`src/hdl/wuim_pkg.sv`:
```
// constants, bus carriers and state codes of the wake-up interrupt manager
package wuim_pkg;

  localparam int LINE_COUNT = 16;
  localparam int BYTE_W = 8;
  localparam int ADR_W = 10;
  localparam int DAT_W = 32;
  localparam int SEL_W = 4;
  localparam int WORD_LSB = 2;
  localparam int IDX_W = ADR_W - WORD_LSB;

  // register indices; byte address is four times the index
  localparam logic [IDX_W-1:0] IDX_LINE_STATE_HIGH = 8'hF7;
  localparam logic [IDX_W-1:0] IDX_LINE_STATE_LOW = 8'hF8;
  localparam logic [IDX_W-1:0] IDX_CONTROL = 8'hF9;
  localparam logic [IDX_W-1:0] IDX_MASK_HIGH = 8'hFA;
  localparam logic [IDX_W-1:0] IDX_MASK_LOW = 8'hFB;
  localparam logic [IDX_W-1:0] IDX_POL_HIGH = 8'hFC;
  localparam logic [IDX_W-1:0] IDX_POL_LOW = 8'hFD;
  localparam logic [IDX_W-1:0] IDX_PEND_HIGH = 8'hFE;
  localparam logic [IDX_W-1:0] IDX_PEND_LOW = 8'hFF;

  // control register fields
  localparam int CTRL_WAKE_MODE_BIT = 0;
  localparam int CTRL_SRC_SEL_BIT = 1;
  localparam int CTRL_STOP_BIT = 2;

  localparam logic [LINE_COUNT-1:0] LINES_RESET = 16'h0000;
  localparam logic [BYTE_W-1:0] BYTE_RESET = 8'h00;
  localparam logic [DAT_W-1:0] READ_ZERO = 32'h0000_0000;

  // one more than the clock cycles between a good stop sequence and the stop request
  localparam int STOP_ENTRY_CYCLES = 4;
  localparam int ENTRY_CNT_W = 3;

  typedef struct packed {
    logic cyc;
    logic stb;
    logic we;
    logic [ADR_W-1:0] adr;
    logic [SEL_W-1:0] sel;
    logic [DAT_W-1:0] dat;
  } wuim_wb_req_t;

  typedef struct packed {
    logic ack;
    logic [DAT_W-1:0] dat;
  } wuim_wb_rsp_t;

  typedef enum logic [2:0] {
    STOP_IDLE = 3'b000,
    STOP_GOT_ONE = 3'b001,
    STOP_GOT_ZERO = 3'b010,
    STOP_ENTERING = 3'b011,
    STOP_STOPPED = 3'b100
  } wuim_stop_state_t;

endpackage : wuim_pkg

```
`src/hdl/wuim_pin_sync.sv`:
```
// three-stage pin synchroniser with agreement filter and edge pulses
`timescale 1ns/1ps
`default_nettype none
module wuim_pin_sync #(
  parameter int WIDTH = 1
) (
  input wire logic ref_clk,
  input wire logic rst_n,
  input wire logic [WIDTH-1:0] pinAsync,
  output logic [WIDTH-1:0] pinLevel,
  output logic [WIDTH-1:0] pinRise,
  output logic [WIDTH-1:0] pinFall
);
  import wuim_pkg::*;

  logic [WIDTH-1:0] stage1_r;
  logic [WIDTH-1:0] stage2_r;
  logic [WIDTH-1:0] stage3_r;
  logic [WIDTH-1:0] level_r;
  logic [WIDTH-1:0] level_nxt;
  logic [WIDTH-1:0] rise_r;
  logic [WIDTH-1:0] fall_r;

  // a level change counts only once stages two and three agree
  assign level_nxt = (~(stage2_r ^ stage3_r) & stage3_r) | ((stage2_r ^ stage3_r) & level_r);

  always_ff @(posedge ref_clk) begin
    if (!rst_n) begin
      stage1_r <= '0;
      stage2_r <= '0;
      stage3_r <= '0;
      level_r <= '0;
    end else begin
      stage1_r <= pinAsync;
      stage2_r <= stage1_r;
      stage3_r <= stage2_r;
      level_r <= level_nxt;
    end
  end

  always_ff @(posedge ref_clk) begin
    if (!rst_n) begin
      rise_r <= '0;
      fall_r <= '0;
    end else begin
      rise_r <= level_nxt & ~level_r;
      fall_r <= ~level_nxt & level_r;
    end
  end

  assign pinLevel = level_r;
  assign pinRise = rise_r;
  assign pinFall = fall_r;

endmodule : wuim_pin_sync
`default_nettype wire

```
`src/hdl/wuim_stop_seq.sv`:
```
// recogniser of the three-write stop request and stop state tracker
`timescale 1ns/1ps
`default_nettype none
module wuim_stop_seq (
  input wire logic ref_clk,
  input wire logic rst_n,
  input wire logic ctrlWrite,
  input wire logic ctrlStopData,
  input wire logic otherWrite,
  input wire logic entryAllowed,
  input wire logic wakeEvent,
  output logic stopBit,
  output logic stopRequest
);
  import wuim_pkg::*;

  wuim_stop_state_t state_r;
  wuim_stop_state_t state_nxt;
  logic [ENTRY_CNT_W-1:0] entryCnt_r;
  logic stopBit_r;
  logic stopRequest_r;

  always_comb begin
    state_nxt = state_r;
    case (state_r)
      STOP_IDLE: begin
        if (ctrlWrite && ctrlStopData && !otherWrite) begin
          state_nxt = STOP_GOT_ONE;
        end
      end
      STOP_GOT_ONE: begin
        if (otherWrite) begin
          state_nxt = STOP_IDLE;
        end else if (ctrlWrite) begin
          state_nxt = ctrlStopData ? STOP_GOT_ONE : STOP_GOT_ZERO;
        end
      end
      STOP_GOT_ZERO: begin
        if (otherWrite) begin
          state_nxt = STOP_IDLE;
        end else if (ctrlWrite) begin
          state_nxt = (ctrlStopData && entryAllowed) ? STOP_ENTERING : STOP_IDLE;
        end
      end
      STOP_ENTERING: begin
        if (otherWrite || ctrlWrite || wakeEvent) begin
          state_nxt = STOP_IDLE;
        end else if (entryCnt_r == ENTRY_CNT_W'(STOP_ENTRY_CYCLES - 1)) begin
          state_nxt = STOP_STOPPED;
        end
      end
      STOP_STOPPED: begin
        if (wakeEvent) begin
          state_nxt = STOP_IDLE;
        end
      end
      default: begin
        state_nxt = STOP_IDLE;
      end
    endcase
  end

  always_ff @(posedge ref_clk) begin
    if (!rst_n) begin
      state_r <= STOP_IDLE;
    end else begin
      state_r <= state_nxt;
    end
  end

  always_ff @(posedge ref_clk) begin
    if (!rst_n || state_nxt != STOP_ENTERING) begin
      entryCnt_r <= '0;
    end else begin
      entryCnt_r <= entryCnt_r + 1'b1;
    end
  end

  always_ff @(posedge ref_clk) begin
    if (!rst_n) begin
      stopBit_r <= 1'b0;
      stopRequest_r <= 1'b0;
    end else begin
      stopBit_r <= (state_nxt == STOP_GOT_ONE) || (state_nxt == STOP_ENTERING)
                   || (state_nxt == STOP_STOPPED);
      stopRequest_r <= (state_nxt == STOP_STOPPED);
    end
  end

  assign stopBit = stopBit_r;
  assign stopRequest = stopRequest_r;

endmodule : wuim_stop_seq
`default_nettype wire

```
`src/hdl/wuim_manager.sv`:
```
// wake-up and interrupt manager: registers, line capture and channel merge
`timescale 1ns/1ps
`default_nettype none
module wuim_manager (
  input wire logic ref_clk,
  input wire logic rst_n,
  input wire wuim_pkg::wuim_wb_req_t wbReq,
  output wuim_pkg::wuim_wb_rsp_t wbRsp,
  input wire logic [wuim_pkg::LINE_COUNT-1:0] wakeLinePins,
  input wire logic singleExtIrqPin,
  input wire logic extRegWrite,
  output logic sharedExtIrqChannel,
  output logic wakeEventOut,
  output logic resetClockUnitStopReq
);
  import wuim_pkg::*;

  function automatic logic regHit(
    input logic [ADR_W-1:0] adr,
    input logic [IDX_W-1:0] idx
  );
    regHit = (adr[ADR_W-1:WORD_LSB] == idx);
  endfunction : regHit

  // one byte of a sixteen-line field, the high half holds lines 15:8
  function automatic logic [BYTE_W-1:0] lineByte(
    input logic [LINE_COUNT-1:0] lines,
    input logic high
  );
    if (high) begin
      lineByte = lines[LINE_COUNT-1:BYTE_W];
    end else begin
      lineByte = lines[BYTE_W-1:0];
    end
  endfunction : lineByte

  // replace one byte of a sixteen-line field
  function automatic logic [LINE_COUNT-1:0] mergeByte(
    input logic [LINE_COUNT-1:0] lines,
    input logic [BYTE_W-1:0] value,
    input logic high
  );
    mergeByte = lines;
    if (high) begin
      mergeByte[LINE_COUNT-1:BYTE_W] = value;
    end else begin
      mergeByte[BYTE_W-1:0] = value;
    end
  endfunction : mergeByte

  // bus slave state
  logic busReq;
  logic ack_r;
  logic commit;
  logic busWrite;
  logic laneWrite;
  logic [BYTE_W-1:0] wrByte;
  logic [DAT_W-1:0] rdData_r;
  logic [DAT_W-1:0] rdMux;

  // register hits
  logic hitCtrl;
  logic hitMaskH;
  logic hitMaskL;
  logic hitPolH;
  logic hitPolL;
  logic hitPendH;
  logic hitPendL;
  logic hitStateH;
  logic hitStateL;

  // register contents
  logic [LINE_COUNT-1:0] lineMask_r;
  logic [LINE_COUNT-1:0] linePolarity_r;
  logic [LINE_COUNT-1:0] linePending_r;
  logic [LINE_COUNT-1:0] linePending_nxt;
  logic [LINE_COUNT-1:0] pendingSw;
  logic channelSourceSelect_r;
  logic wakeModeSelect_r;

  // line capture
  logic [LINE_COUNT-1:0] lineLevel;
  logic [LINE_COUNT-1:0] lineRise;
  logic [LINE_COUNT-1:0] lineFall;
  logic [LINE_COUNT-1:0] hwSet;
  logic polarityWriting;
  logic extPinLevel;

  // merge and stop
  logic [LINE_COUNT-1:0] unmaskedPending;
  logic anyUnmasked;
  logic entryAllowed;
  logic wakeEvent;
  logic channelLevel;
  logic clearGap_r;
  logic channelIrq_r;
  logic wakeEventOut_r;
  logic stopBit;
  logic stopRequest;
  logic otherWrite;

  // write strobes, one for each writable register
  logic wrCtrl;
  logic wrMaskH;
  logic wrMaskL;
  logic wrPolH;
  logic wrPolL;
  logic wrPendH;
  logic wrPendL;

  // classic Wishbone: ack one cycle after the request, write at the ack edge
  assign busReq = wbReq.cyc & wbReq.stb;
  assign commit = busReq & ack_r;
  assign busWrite = commit & wbReq.we;
  assign laneWrite = busWrite & wbReq.sel[0];
  assign wrByte = wbReq.dat[BYTE_W-1:0];

  assign hitCtrl = regHit(wbReq.adr, IDX_CONTROL);
  assign hitMaskH = regHit(wbReq.adr, IDX_MASK_HIGH);
  assign hitMaskL = regHit(wbReq.adr, IDX_MASK_LOW);
  assign hitPolH = regHit(wbReq.adr, IDX_POL_HIGH);
  assign hitPolL = regHit(wbReq.adr, IDX_POL_LOW);
  assign hitPendH = regHit(wbReq.adr, IDX_PEND_HIGH);
  assign hitPendL = regHit(wbReq.adr, IDX_PEND_LOW);
  assign hitStateH = regHit(wbReq.adr, IDX_LINE_STATE_HIGH);
  assign hitStateL = regHit(wbReq.adr, IDX_LINE_STATE_LOW);

  assign wrCtrl = laneWrite & hitCtrl;
  assign wrMaskH = laneWrite & hitMaskH;
  assign wrMaskL = laneWrite & hitMaskL;
  assign wrPolH = laneWrite & hitPolH;
  assign wrPolL = laneWrite & hitPolL;
  assign wrPendH = laneWrite & hitPendH;
  assign wrPendL = laneWrite & hitPendL;

  always_ff @(posedge ref_clk) begin
    if (!rst_n) begin
      ack_r <= 1'b0;
    end else begin
      ack_r <= busReq & ~ack_r;
    end
  end

  always_comb begin
    rdMux = READ_ZERO;
    if (hitCtrl) begin
      rdMux[CTRL_WAKE_MODE_BIT] = wakeModeSelect_r;
      rdMux[CTRL_SRC_SEL_BIT] = channelSourceSelect_r;
      rdMux[CTRL_STOP_BIT] = stopBit;
    end else if (hitMaskH) begin
      rdMux[BYTE_W-1:0] = lineByte(lineMask_r, 1'b1);
    end else if (hitMaskL) begin
      rdMux[BYTE_W-1:0] = lineByte(lineMask_r, 1'b0);
    end else if (hitPolH) begin
      rdMux[BYTE_W-1:0] = lineByte(linePolarity_r, 1'b1);
    end else if (hitPolL) begin
      rdMux[BYTE_W-1:0] = lineByte(linePolarity_r, 1'b0);
    end else if (hitPendH) begin
      rdMux[BYTE_W-1:0] = lineByte(linePending_r, 1'b1);
    end else if (hitPendL) begin
      rdMux[BYTE_W-1:0] = lineByte(linePending_r, 1'b0);
    end else if (hitStateH) begin
      rdMux[BYTE_W-1:0] = lineByte(lineLevel, 1'b1);
    end else if (hitStateL) begin
      rdMux[BYTE_W-1:0] = lineByte(lineLevel, 1'b0);
    end
  end

  // read data captured in the cycle before ack, held while ack stands
  always_ff @(posedge ref_clk) begin
    if (!rst_n) begin
      rdData_r <= READ_ZERO;
    end else if (busReq && !ack_r) begin
      rdData_r <= wbReq.we ? READ_ZERO : rdMux;
    end
  end

  assign wbRsp = '{ack: ack_r, dat: rdData_r};

  // control register: stop field goes to the sequencer, not stored here
  always_ff @(posedge ref_clk) begin
    if (!rst_n) begin
      wakeModeSelect_r <= BYTE_RESET[CTRL_WAKE_MODE_BIT];
    end else if (wrCtrl) begin
      wakeModeSelect_r <= wrByte[CTRL_WAKE_MODE_BIT];
    end
  end

  always_ff @(posedge ref_clk) begin
    if (!rst_n) begin
      channelSourceSelect_r <= BYTE_RESET[CTRL_SRC_SEL_BIT];
    end else if (wrCtrl) begin
      channelSourceSelect_r <= wrByte[CTRL_SRC_SEL_BIT];
    end
  end

  always_ff @(posedge ref_clk) begin
    if (!rst_n) begin
      lineMask_r <= LINES_RESET;
    end else if (wrMaskH) begin
      lineMask_r <= mergeByte(lineMask_r, wrByte, 1'b1);
    end else if (wrMaskL) begin
      lineMask_r <= mergeByte(lineMask_r, wrByte, 1'b0);
    end
  end

  always_ff @(posedge ref_clk) begin
    if (!rst_n) begin
      linePolarity_r <= LINES_RESET;
    end else if (wrPolH) begin
      linePolarity_r <= mergeByte(linePolarity_r, wrByte, 1'b1);
    end else if (wrPolL) begin
      linePolarity_r <= mergeByte(linePolarity_r, wrByte, 1'b0);
    end
  end

  // wake lines and the single pin pass the synchroniser first
  wuim_pin_sync #(
    .WIDTH(LINE_COUNT)
  ) u_line_sync (
    .ref_clk(ref_clk),
    .rst_n(rst_n),
    .pinAsync(wakeLinePins),
    .pinLevel(lineLevel),
    .pinRise(lineRise),
    .pinFall(lineFall)
  );

  wuim_pin_sync #(
    .WIDTH(1)
  ) u_pin_sync (
    .ref_clk(ref_clk),
    .rst_n(rst_n),
    .pinAsync(singleExtIrqPin),
    .pinLevel(extPinLevel),
    .pinRise(),
    .pinFall()
  );

  // edge selected by polarity; dropped while a polarity register is written
  assign polarityWriting = wrPolH | wrPolL;
  assign hwSet = ((linePolarity_r & lineRise) | (~linePolarity_r & lineFall))
                 & {LINE_COUNT{~polarityWriting}};

  always_comb begin
    pendingSw = linePending_r;
    if (wrPendH) begin
      pendingSw = mergeByte(pendingSw, wrByte, 1'b1);
    end
    if (wrPendL) begin
      pendingSw = mergeByte(pendingSw, wrByte, 1'b0);
    end
    // hardware set wins over a software clear in the same cycle
    linePending_nxt = pendingSw | hwSet;
  end

  always_ff @(posedge ref_clk) begin
    if (!rst_n) begin
      linePending_r <= LINES_RESET;
    end else begin
      linePending_r <= linePending_nxt;
    end
  end

  // while the lines feed the channel, a software clear of any unmasked bit drops it for one cycle
  always_ff @(posedge ref_clk) begin
    if (!rst_n) begin
      clearGap_r <= 1'b0;
    end else begin
      clearGap_r <= |(linePending_r & ~pendingSw & lineMask_r);
    end
  end

  assign unmaskedPending = lineMask_r & linePending_r;
  assign anyUnmasked = |unmaskedPending;

  assign channelLevel = channelSourceSelect_r ? anyUnmasked : extPinLevel;
  assign wakeEvent = wakeModeSelect_r & anyUnmasked;

  always_ff @(posedge ref_clk) begin
    if (!rst_n) begin
      channelIrq_r <= 1'b0;
    end else begin
      // the gap only applies while the lines feed the channel
      channelIrq_r <= channelLevel & ~(clearGap_r & channelSourceSelect_r);
    end
  end

  always_ff @(posedge ref_clk) begin
    if (!rst_n) begin
      wakeEventOut_r <= 1'b0;
    end else begin
      wakeEventOut_r <= wakeEvent;
    end
  end

  assign sharedExtIrqChannel = channelIrq_r;
  assign wakeEventOut = wakeEventOut_r;

  // stop sequence: entry conditions and aborting writes
  assign entryAllowed = wakeModeSelect_r & ~anyUnmasked & (|lineMask_r);
  assign otherWrite = (busWrite & ~hitCtrl) | extRegWrite;

  wuim_stop_seq u_stop_seq (
    .ref_clk(ref_clk),
    .rst_n(rst_n),
    .ctrlWrite(busWrite & hitCtrl),
    .ctrlStopData(wrByte[CTRL_STOP_BIT] & wbReq.sel[0]),
    .otherWrite(otherWrite),
    .entryAllowed(entryAllowed),
    .wakeEvent(wakeEvent),
    .stopBit(stopBit),
    .stopRequest(stopRequest)
  );

  assign resetClockUnitStopReq = stopRequest;

endmodule : wuim_manager
`default_nettype wire

```
`config.mk`:
```
export PLATFORM = sky130hd
export DESIGN_NAME = wuim_manager
export DESIGN_NICKNAME = d
export VERILOG_FILES = /design/src/hdl/wuim_pkg.sv /design/src/hdl/wuim_pin_sync.sv /design/src/hdl/wuim_stop_seq.sv /design/src/hdl/wuim_manager.sv
export SDC_FILE = /design/constraint.sdc
export NUM_CORES = 1
export LEC_CHECK = 0
export BUFFER_PORTS_ARGS = -buffer_cell sky130_fd_sc_hd__buf_4
export CAP_MARGIN = 20
export CORE_ASPECT_RATIO = 1.75
export CORE_MARGIN = 2
export CORE_UTILIZATION = 26
export CTS_BUF_LIST = sky130_fd_sc_hd__clkbuf_16
export CTS_CLUSTER_DIAMETER = 150
export DETAILED_ROUTE_END_ITERATION = 7
export PLACE_DENSITY = 0.5
export SLEW_MARGIN = 20
export SYNTH_ARGS = -nofsm -noshare
export SYNTH_HDL_FRONTEND = slang
export SYNTH_SLANG_ARGS = --single-unit
```
`constraint.sdc`:
```
create_clock -name ref_clk -period 2.3 [get_ports ref_clk]
set_input_delay 0.115 -clock ref_clk [delete_from_list [all_inputs] [get_ports ref_clk]]
set_output_delay 0.115 -clock ref_clk [all_outputs]
set_load 0.005 [all_outputs]
```
==> results of run 1 <==
## flip-flops by register name (all words and copies together) (netlist names), 3 cells and up, named ones only
signal and cells:
u_line_sync.stage3_r 16, linePolarity_r 16, linePending_r 16, u_stop_seq.state_r 3, u_line_sync.pinFall 16, u_stop_seq.entryCnt_r 3, u_line_sync.stage2_r 16, rdData_r 8
u_line_sync.pinLevel 16, u_line_sync.pinRise 16, u_line_sync.stage1_r 16, lineMask_r 16
## per-layer routing
metal  share of wire  global-route usage
met1            0.38               0.143
met2            0.56               0.271
met3           0.033              0.0313
met4           0.033              0.0700
met5               0                   0
## repair_timing
item / CTS / global route
gates resized for setup: 0 / 0
hold buffers: 24 / 0
buffers inserted: 0 / 0
hold endpoints to repair: 34 / 0
## worst max-delay path: stages (launching register included)
cell,delay [ps]
dfxtp_1,360
a22oi_1,280
nand4_1,180
or3_1,430
o21ai_1,320
a31o_1,200
or2_1,100
## Yosys cell counts (2+ instances only)
| cell type | count |
|---|---|
| nor2b_1 | 2 |
| clkbuf_1 | 35 |
| mux2i_1 | 55 |
| buf_2 | 4 |
| nor4_1 | 4 |
| a21o_1 | 3 |
| buf_4 | 25 |
| or4_1 | 2 |
| buf_1 | 3 |
| a311oi_1 | 4 |
| o21ai_1 | 2 |
| a22oi_1 | 14 |
| dfxtp_1 | 170 |
| or3_1 | 2 |
| nand3b_1 | 3 |
| nor3_1 | 37 |
| nand4_1 | 6 |
| and3_1 | 4 |
| o21ai_0 | 33 |
| a31oi_1 | 2 |
| o22ai_1 | 15 |
| or2_2 | 16 |
| nand3_1 | 19 |
| inv_1 | 5 |
| and3b_1 | 2 |
| and2_1 | 52 |
| and4_1 | 2 |
| nor4b_1 | 2 |
| o32ai_1 | 5 |
| nor2_1 | 47 |
| nand2_1 | 102 |
| o41ai_1 | 6 |
| ha_1 | 2 |
| o31ai_1 | 4 |
| a21oi_1 | 74 |
## cell families after synthesis
kind of cell | count (synthesis)
flip-flops | 170
AO/OA/AOI/OAI | 167
multiplexers | 55
AND/OR/NAND/NOR | 311
adder cells (fa/ha/maj) | 2
buffers and inverters | 74
other | 1
## per-stage QoR
step	total power (W)	hold slack (ps)	instances	util	setup slack (ps)
after floorplan	0.00325	242	803	-	578
after global placement	0.00335	324	1138	0.289	310
after detailed placement	0.00335	327	1138	0.289	286
after CTS	0.00619	2.12	1193	0.320	327
after global routing	0.00634	20.5	1193	0.320	250
final	0.00610	23.8	1193	0.320	366
## final cells by class
cell class              instances  area (um2)
flip-flops and latches        170        3400
clock buffers                  17         425
fillers                      2716       18000
multi-input cells             559        3210
repair buffers                103         833
inverters                       6        25.0
clock inverters                14         133
well taps                     324         405
## worst paths after layout
path	startpoint	endpoint	cells after the start
min	wbReq[0]	lineMask_r[0]$_SDFFE_PN0P_	3
max	lineMask_r[3]$_SDFFE_PN0P_	u_stop_seq.stopBit$_SDFF_PN0_	6
max reg2reg	lineMask_r[3]$_SDFFE_PN0P_	u_stop_seq.stopBit$_SDFF_PN0_	6
min reg2reg	u_line_sync.stage3_r[5]$_SDFF_PN0_	u_line_sync.pinFall[5]$_SDFF_PN0_	1
## power by group through the flow
stage | Clock [W] | Sequential [W] | Combinational, W
3_5_place_dp | 0 | 0.00307 | 0.000277
4_1_cts | 0.00287 | 0.00300 | 0.000310
5_1_grt | 0.00300 | 0.00301 | 0.000338
2_1_floorplan | 0 | 0.00306 | 0.000182
6_report | 0.00278 | 0.00300 | 0.000307
3_3_place_gp | 0 | 0.00307 | 0.000277
==> results by group, run 1 <==
Run status
  • Status: finished clean

Min path
  • Tightest Hold Check Type: in -> reg

Critical path
  • Critical Path Fanout Max: 5
  • Worst EP arrival: 2320 ps
  • Crit path kind: reg -> reg
  • Critical path startpoint category: register
  • CP endpoint kind: register
  • CP required: 2680 ps
  • Reg2Reg Setup Slack: 370 ps

Timing
  • Max-slew violations: 0
  • Fmax: 517 MHz
  • RSZ-0062 raised after global routing: no
  • Final Setup Violations: 0
  • Period utilisation layout: 0.841
  • Final Hold Viols: 0
  • Tmin final: 1930 ps
  • Slew Limit Headroom: 0.511
  • Setup total negative slack: 0 ps
  • Worst Tran Pin Value: 726 ps
  • Post-route clock skew: 11.0 ps

Routing
  • Via density: 4.70
  • Final ANT Viol Nets: 0
  • Routed WL: 19.1 mm
  • DR pass1 iterations: 6
  • Drt wl/cell: 16.0 um
  • Residual DRC: 0
  • Vias: 5,602
  • Initial DRC Count: 263

Logic synthesis
  • Synth top area share: 0.492
  • Synthesized flop and latch total: 170
  • Sequential fraction of the synthesis area: 0.492
  • Yosys top cell by area: dfxtp_1
  • Synth Area in Simple Gates: 0.224
  • Syn Std Cell Area: 0.00692 mm2
  • Distinct cells, synth: 52
  • Primary FF master, synth: dfxtp_1
  • Synth warn: 0
  • Synth area leaders: dfxtp_1, mux2i_1, nand2_1
  • Synth Area in Compound Gates: 0.144
  • Async set or reset register ratio after synthesis: 0
  • Syn avg cell area: 8.87 um2
  • Multiplexer share of the synthesized area: 0.0796
  • Post-Synth XOR/XNOR Area: 0
  • Main combinational cell family by area after synthesis: simple AND/OR/NAND/NOR gates
  • Cells after synthesis: 780
  • Number of synthesized flops with an enable pin: 0
  • Post-synthesis adder-cell area fraction: 0.00362

Cells and area
  • Area delta synth->final: 22.0%
  • Ant diodes: 0
  • Commonest cells after routing, fill and taps aside: dfxtp_1, nand2_1, buf_4
  • Layout cells sized above 1: 0.150
  • Commonest non-fill, non-tap cell in the layout: dfxtp_1
  • Final layout net count: 928
  • Finished Cell Area: 0.00844 mm2

Clock tree
  • Total CTS buffers: 17
  • Clock Sinks: 170
  • Htree depth: 4
  • Clock latency on the worst-skew pair: 440 ps
  • CTS Buffer Depth: 2
  • Clock root buffer: clkbuf_16
  • Worst-path clk slew: 70 ps
  • CTS tree: yes

Place
  • Dpl hpwl: 14.1 mm
  • Final Wtd Congestion: 0.940
  • Area after DPL: 0.00764 mm2
  • PortBufs: 51

Global routing
  • Largest net degree at the start of global routing: 70
  • Vias in the first global route: 5,509
  • First-pass GRT wire length: 30.1 mm
  • Initial antenna violation count: 0
  • Remaining global-route overflow: 0
  • GRT Resource Usage Total: 0.142

Floorplanning
  • Core region area: 0.0264 mm2
  • Die area: 0.0280 mm2
  • Rows: 79
  • Initial Utilization: 0.262
  • Die height: 220 um
  • Io pins: 105
  • Die width: 127 um

Power
  • Switching portion of total power: 0.231
  • Power share of the sequential group: 0.493
  • Cell internal pwr: 0.00469 W
  • Net Sw Power: 0.00141 W
  • Pwr dens: 722 mW/mm2
  • Clock share of power: 0.457
  • Peak VDD IR: 0.489 mV
  • Combinational power share: 0.050
  • Lkg Pwr: 3.29 nW

Flow run
  • Max Cap Viol: 0
No activity file was read; power rests on OpenSTA's default activity.
==> inputs of run 2 (changes only) <==
==> constraint.sdc (replaced) <==
create_clock -name ref_clk -period 1.9 [get_ports ref_clk]
set_input_delay 0.095 -clock ref_clk [delete_from_list [all_inputs] [get_ports ref_clk]]
set_output_delay 0.095 -clock ref_clk [all_outputs]
set_load 0.005 [all_outputs]
==> run 2 against run 1 <==
Against the previous run: sequential power rose by 21%; register-to-register slack lost 260 ps; die area is the same; critical path depth stayed put; routed wire length rose by 1.5%; global-route usage increased by 0.052 points; final area rose by 1.9%; clock skew down 2.6 ps; critical endpoint unchanged; largest power group unchanged.
==> results by group, run 2 (same netlist as run 1, synthesis figures left out) <==
Critical path
  • Reg2reg start: lineMask_r[15]$_SDFFE_PN0P_
  • Critical path startpoint category: register
  • Reg2Reg Setup Slack: 100 ps (-260 ps)
  • CP required: 2230 ps (-450 ps)
  • CP endpoint kind: register
  • Worst EP arrival: 2130 ps (-190 ps)
  • Crit path kind: reg -> reg
  • Critical Path Fanout Max: 5 (unchanged)
  • Critical Path Source: lineMask_r[15]$_SDFFE_PN0P_

Cells and area
  • Finished Cell Area: 0.00860 mm2 (+1.9%)
  • Commonest cells after routing, fill and taps aside: dfxtp_1, nand2_1, buf_4
  • Share of the core filled with cells: 0.326 (+0.00621)
  • Commonest non-fill, non-tap cell in the layout: dfxtp_1
  • Final layout net count: 946 (+1.9%)
  • Layout cells sized above 1: 0.167 (+0.0171)
  • Ant diodes: 0 (unchanged)
  • Area delta synth->final: 24.4%

Power
  • Power share of the sequential group: 0.491 (-0.002)
  • Net Sw Power: 0.00179 W (+27%)
  • Lkg Pwr: 3.39 nW (+3.1%)
  • Switching portion of total power: 0.242 (+0.0115)
  • Peak VDD IR: 0.587 mV (+20%)
  • Cell internal pwr: 0.00561 W (+20%)
  • Pwr dens: 860 mW/mm2 (+19%)
  • Clock share of power: 0.457 (about the same)
  • Combinational power share: 0.052 (+0.002)

Flow run
  • Max Cap Viol: 0 (unchanged)

Global routing
  • Initial antenna violation count: 0 (unchanged)
  • Vias in the first global route: 5,547 (+0.69%)
  • Largest net degree at the start of global routing: 91 (+30%)
  • GRT Resource Usage Total: 0.143 (+0.000517)
  • First-pass GRT wire length: 30.2 mm (+0.21%)
  • Remaining global-route overflow: 0 (unchanged)

Clock tree
  • Total CTS buffers: 17 (unchanged)
  • CTS tree: yes
  • Clock Sinks: 170 (unchanged)
  • Worst-path clk slew: 70 ps (about the same)
  • CTS Buffer Depth: 2 (unchanged)
  • Post-CTS Setup Bufs: 0 (unchanged)
  • Clock root buffer: clkbuf_16
  • Htree depth: 4 (unchanged)
  • Clock latency on the worst-skew pair: 440 ps (about the same)

Timing
  • Fmax: 556 MHz (+7.5%)
  • Worst Tran Pin Value: 852 ps (+126 ps)
  • Max-slew violations: 0 (unchanged)
  • Post-route clock skew: 8.43 ps (-2.56 ps)
  • Hold WS: 121 ps (+97.5 ps)
  • Setup total negative slack: 0 ps (unchanged)
  • Period utilisation layout: 0.946 (+0.106)
  • RSZ-0062 raised after global routing: no
  • Tmin final: 1800 ps (-135 ps)
  • Slew Limit Headroom: 0.426 (-0.0846)
  • Final Hold Viols: 0 (unchanged)
  • Final Setup Violations: 0 (unchanged)

Min path
  • Tightest Hold Check Type: in -> reg
  • Hold Startpoint: wbReq[46]

Floorplanning
  • Rows: 79 (unchanged)
  • Die area: 0.0280 mm2 (unchanged)
  • Die width: 127 um (unchanged)
  • Io pins: 105 (unchanged)
  • Die height: 220 um (unchanged)
  • Initial Utilization: 0.262 (unchanged)
  • Core region area: 0.0264 mm2 (unchanged)

Routing
  • Residual DRC: 0 (unchanged)
  • Vias: 5,722 (+2.1%)
  • DR pass1 iterations: 5 (-1)
  • Via density: 4.72 (+0.54%)
  • Routed WL: 19.4 mm (+1.5%)
  • Drt wl/cell: 16.0 um (-0.11%)
  • Final ANT Viol Nets: 0 (unchanged)
  • Initial DRC Count: 277 (+5.3%)

Run status
  • Status: finished clean

Place
  • Final Wtd Congestion: 0.952 (+1.2%)
  • PortBufs: 51 (unchanged)
  • Area after DPL: 0.00776 mm2 (+1.6%)
  • Dpl hpwl: 14.3 mm (+1.3%)
## run 2: power groups by stage
stage / clock, W / sequential (W) / combinational (W)
3_5_place_dp: 0 / 0.00372 / 0.000345
6_report: 0.00338 / 0.00363 / 0.000386
3_3_place_gp: 0 / 0.00371 / 0.000346
4_1_cts: 0.00351 / 0.00363 / 0.000390
5_1_grt: 0.00366 / 0.00364 / 0.000422
2_1_floorplan: 0 / 0.00371 / 0.000220
## run 2: path summary, 6_finish.rpt
| path | cells past startpoint | to |
|---|---|---|
| setup / recovery | 6 | u_stop_seq.stopBit$_SDFF_PN0_ |
| hold / removal | 5 | rdData_r[1]$_SDFFE_PN0P_ |
| setup reg to reg | 6 | u_stop_seq.stopBit$_SDFF_PN0_ |
| hold reg to reg | 1 | u_line_sync.pinFall[6]$_SDFF_PN0_ |
## run 2: per-layer routing
| metal | vias to the layer above | share of wire | global-route usage |
|---|---|---|---|
| li1 | 2877 | - | - |
| met1 | 2652 | 0.38 | 0.143 |
| met2 | 139 | 0.55 | 0.267 |
| met3 | 54 | 0.035 | 0.0306 |
| met4 | 0 | 0.043 | 0.0853 |
| met5 | - | 0 | 0 |
## run 2: critical path, stage by stage, from the launching register on
cell	delay, ps
dfxtp_1	360
nor4_1	360
nand4_1	250
nand3_1	160
o21ai_1	90
a31o_1	250
or2_1	210
## run 2: cell type report
| class | instances | area (um2) |
|---|---|---|
| Fill cell | 2729 | 17800 |
| Clock inverter | 15 | 141 |
| Sequential cell | 170 | 3400 |
| Clock buffer | 17 | 425 |
| Timing Repair Buffer | 121 | 988 |
| Multi-Input combinational cell | 559 | 3210 |
| Inverter | 6 | 25.0 |
| Tap cell | 324 | 405 |
## run 2: through the flow
| step | cells | setup slack (ps) | total power [W] |
|---|---|---|---|
| floorplan | 803 | 178 | 0.00393 |
| global placement | 1153 | -34.1 | 0.00406 |
| detailed placement | 1153 | -11.8 | 0.00406 |
| CTS | 1212 | 90.3 | 0.00753 |
| global route | 1212 | 0.157 | 0.00772 |
| finish | 1212 | 102 | 0.00740 |
## run 2: repair_timing
item	CTS	global route
hold endpoints to repair	48	0
gates resized for setup	0	0
hold buffers	27	0
==> inputs of run 3 (changes only) <==
--- a/config.mk
+++ b/config.mk
@@ -8,12 +8,12 @@
 export BUFFER_PORTS_ARGS = -buffer_cell sky130_fd_sc_hd__buf_4
 export CAP_MARGIN = 20
 export CORE_ASPECT_RATIO = 1.75
-export CORE_MARGIN = 2
-export CORE_UTILIZATION = 26
+export CORE_UTILIZATION = 56
 export CTS_BUF_LIST = sky130_fd_sc_hd__clkbuf_16
 export CTS_CLUSTER_DIAMETER = 150
 export DETAILED_ROUTE_END_ITERATION = 7
-export PLACE_DENSITY = 0.5
+export PLACE_DENSITY = 0.86
+export REMOVE_ABC_BUFFERS = 1
 export SLEW_MARGIN = 20
 export SYNTH_ARGS = -nofsm -noshare
 export SYNTH_HDL_FRONTEND = slang
==> run 3 against run 2 <==
Against the previous run: clock skew rose by 2.6 ps; sequential power barely moved; flip-flop and latch count did not move; critical path depth fell by 2; global-route usage rose by 16 points.
==> results by group, run 3 (same netlist as run 1, synthesis figures left out) <==
Routing
  • Vias: 6,125 (+7.0%)
  • Final ANT Viol Nets: 0 (unchanged)
  • Drt wl/cell: 17.6 um (+10%)
  • Via density: 5.83 (+24%)
  • Residual DRC: 0 (unchanged)
  • DR pass1 iterations: 7 (+2)
  • Initial DRC Count: 459 (+66%)
  • Routed WL: 18.5 mm (-4.5%)

Flow run
  • Max Cap Viol: 0 (unchanged)

Critical path
  • CP required: 2220 ps (about the same)
  • Crit-path max cell delay: 500 ps (+140 ps)
  • Slowest cell on the critical path: or3_1
  • Crit path kind: reg -> reg
  • Reg2Reg Setup Slack: 110 ps (about the same)
  • Reg2reg start: ack_r$_SDFF_PN0_
  • Worst r2r dst: rdData_r[0]$_SDFFE_PN0P_
  • Critical path, cell by cell: nand3b_1 > buf_4 > or3_1 > o41ai_1
  • Critical Path Source: ack_r$_SDFF_PN0_
  • CP endpoint kind: register
  • Critical Path Fanout Max: 10 (+5)
  • Buf+Inv Stages, Crit Path: 1 (+1)
  • FF-to-FF path depth: 4 (-2)
  • Critical path startpoint category: register
  • CP delay by family, top: simple AND/OR/NAND/NOR gates
  • Worst EP arrival: 2110 ps (-20 ps)

Power
  • Pwr dens: 889 mW/mm2 (+3.3%)
  • Switching portion of total power: 0.246 (+0.00357)
  • Net Sw Power: 0.00184 W (+2.8%)
  • Power share of the sequential group: 0.485 (-0.006)
  • Peak VDD IR: 0.807 mV (+38%)
  • Combinational power share: 0.051 (about the same)
  • Lkg Pwr: 3.38 nW (-0.29%)
  • Cell internal pwr: 0.00565 W (+0.82%)
  • Clock share of power: 0.464 (+0.007)
  • Final Power: 0.00750 W (+1.3%)

Timing
  • Period utilisation layout: 0.942 (-0.00423)
  • Final worst slack: 110 ps (+8.04 ps)
  • Final Setup Violations: 0 (unchanged)
  • Final Hold Viols: 0 (unchanged)
  • Hold WS: 12.1 ps (-109 ps)
  • Tmin final: 1790 ps (-8.04 ps)
  • RSZ-0062 raised after global routing: no
  • Fmax: 559 MHz (+0.45%)
  • Post-route clock skew: 11.0 ps (+2.59 ps)
  • Slew Limit Headroom: 0.441 (+0.0151)
  • Setup total negative slack: 0 ps (unchanged)
  • Worst Tran Pin Value: 830 ps (-22.3 ps)
  • Max-slew violations: 0 (unchanged)

Place
  • PortBufs: 51 (unchanged)
  • Final Wtd Congestion: 0.942 (-1.0%)
  • Dpl hpwl: 12.6 mm (-11%)
  • Dpl ws: -116 ps (-104 ps)

Global routing
  • Largest net degree at the start of global routing: 92 (+1.1%)
  • Vias in the first global route: 6,186 (+12%)
  • First-pass GRT wire length: 29.4 mm (-2.7%)
  • GRT Resource Usage Total: 0.300 (+0.157)
  • Initial antenna violation count: 0 (unchanged)
  • Remaining global-route overflow: 0 (unchanged)

Clock tree
  • CTS tree: yes
  • Worst-path clk slew: 70 ps (about the same)
  • CTS Buffer Depth: 2 (unchanged)
  • Clock latency on the worst-skew pair: 430 ps (about the same)
  • Htree depth: 4 (unchanged)
  • Clock root buffer: clkbuf_16
  • Clock Sinks: 170 (unchanged)
  • Total CTS buffers: 17 (unchanged)

Min path
  • Hold Startpoint: rst_n
  • Hold EP: lineMask_r[8]$_SDFFE_PN0P_
  • Tightest Hold Check Type: in -> reg
  • Worst hold stages: 3 (-2)

Floorplanning
  • Rows: 53 (-33%)
  • Initial Utilization: 0.576 (+0.314)
  • Io pins: 105 (unchanged)
  • Die width: 86.0 um (-32%)
  • Die area: 0.0128 mm2 (-54%)
  • Die height: 149 um (-32%)
  • Core region area: 0.0120 mm2 (-55%)

Cells and area
  • Area delta synth->final: 21.9%
  • Fillcell total: 897 (-67%)
  • Layout cells sized above 1: 0.172 (+0.00508)
  • Commonest cells after routing, fill and taps aside: dfxtp_1, nand2_1, buf_4
  • Final layout net count: 943 (-0.32%)
  • Ant diodes: 0 (unchanged)
  • Commonest non-fill, non-tap cell in the layout: dfxtp_1

Run status
  • Status: finished clean
[run 3: worst reg2reg max path, stage by stage (launching register included)]
cell      delay [ps]
dfxtp_1          350
nand3b_1         210
buf_4            200
or3_1            500
o41ai_1          420
[run 3: per-layer routing]
| metal | track usage | vias to the layer above | wire, um |
|---|---|---|---|
| li1 | - | 2871 | - |
| met1 | 0.304 | 2832 | 6580 |
| met2 | 0.531 | 320 | 9630 |
| met3 | 0.0614 | 102 | 1170 |
| met4 | 0.224 | 0 | 1130 |
| met5 | 0 | - | 0 |
[run 3: how the worst max path moves through the flow]
stage                                                      to  depth (start not counted)
after floorplan                 u_stop_seq.stopBit$_SDFF_PN0_                          5
after global placement          u_stop_seq.stopBit$_SDFF_PN0_                          7
after detailed placement        u_stop_seq.stopBit$_SDFF_PN0_                          7
after CTS                       u_stop_seq.stopBit$_SDFF_PN0_                          6
after global routing      u_stop_seq.entryCnt_r[0]$_SDFF_PP0_                          7
final                                rdData_r[0]$_SDFFE_PN0P_                          4
[run 3: final cells by class]
| cell class | count | area [um2] | share of cell area |
|---|---|---|---|
| sequential | 170 | 3400 | 0.404 |
| inverter | 6 | 25.0 | 0.00297 |
| clock buffer | 17 | 425 | 0.0505 |
| clock inverter | 15 | 178 | 0.0211 |
| multi-input combinational | 559 | 3220 | 0.382 |
| timing repair buffer | 118 | 971 | 0.115 |
| tap | 165 | 206 | 0.0245 |
[run 3: power by group through the flow]
stage / Combinational, W / Clock [W] / Sequential, W
6_report: 0.000384 / 0.00348 / 0.00363
5_1_grt: 0.000410 / 0.00367 / 0.00364
4_1_cts: 0.000374 / 0.00351 / 0.00363
2_1_floorplan: 0.000125 / 0 / 0.00371
3_5_place_dp: 0.000332 / 0 / 0.00372
3_3_place_gp: 0.000327 / 0 / 0.00371
[run 3: through the flow]
stage          utilization  std cells  instance area (um2)
5_1_grt              0.702       1050                 8430
2_1_floorplan            -        735                 6640
3_3_place_gp         0.631        994                 7580
3_5_place_dp         0.631        994                 7580
6_report             0.702       1050                 8430
4_1_cts              0.702       1050                 8420
[run 3: repair_timing]
item	CTS	global route
hold buffers	24	0
buffers inserted	0	0
hold endpoints to repair	34	0
gates resized for setup	0	2
endpoints found under the setup margin	0	1
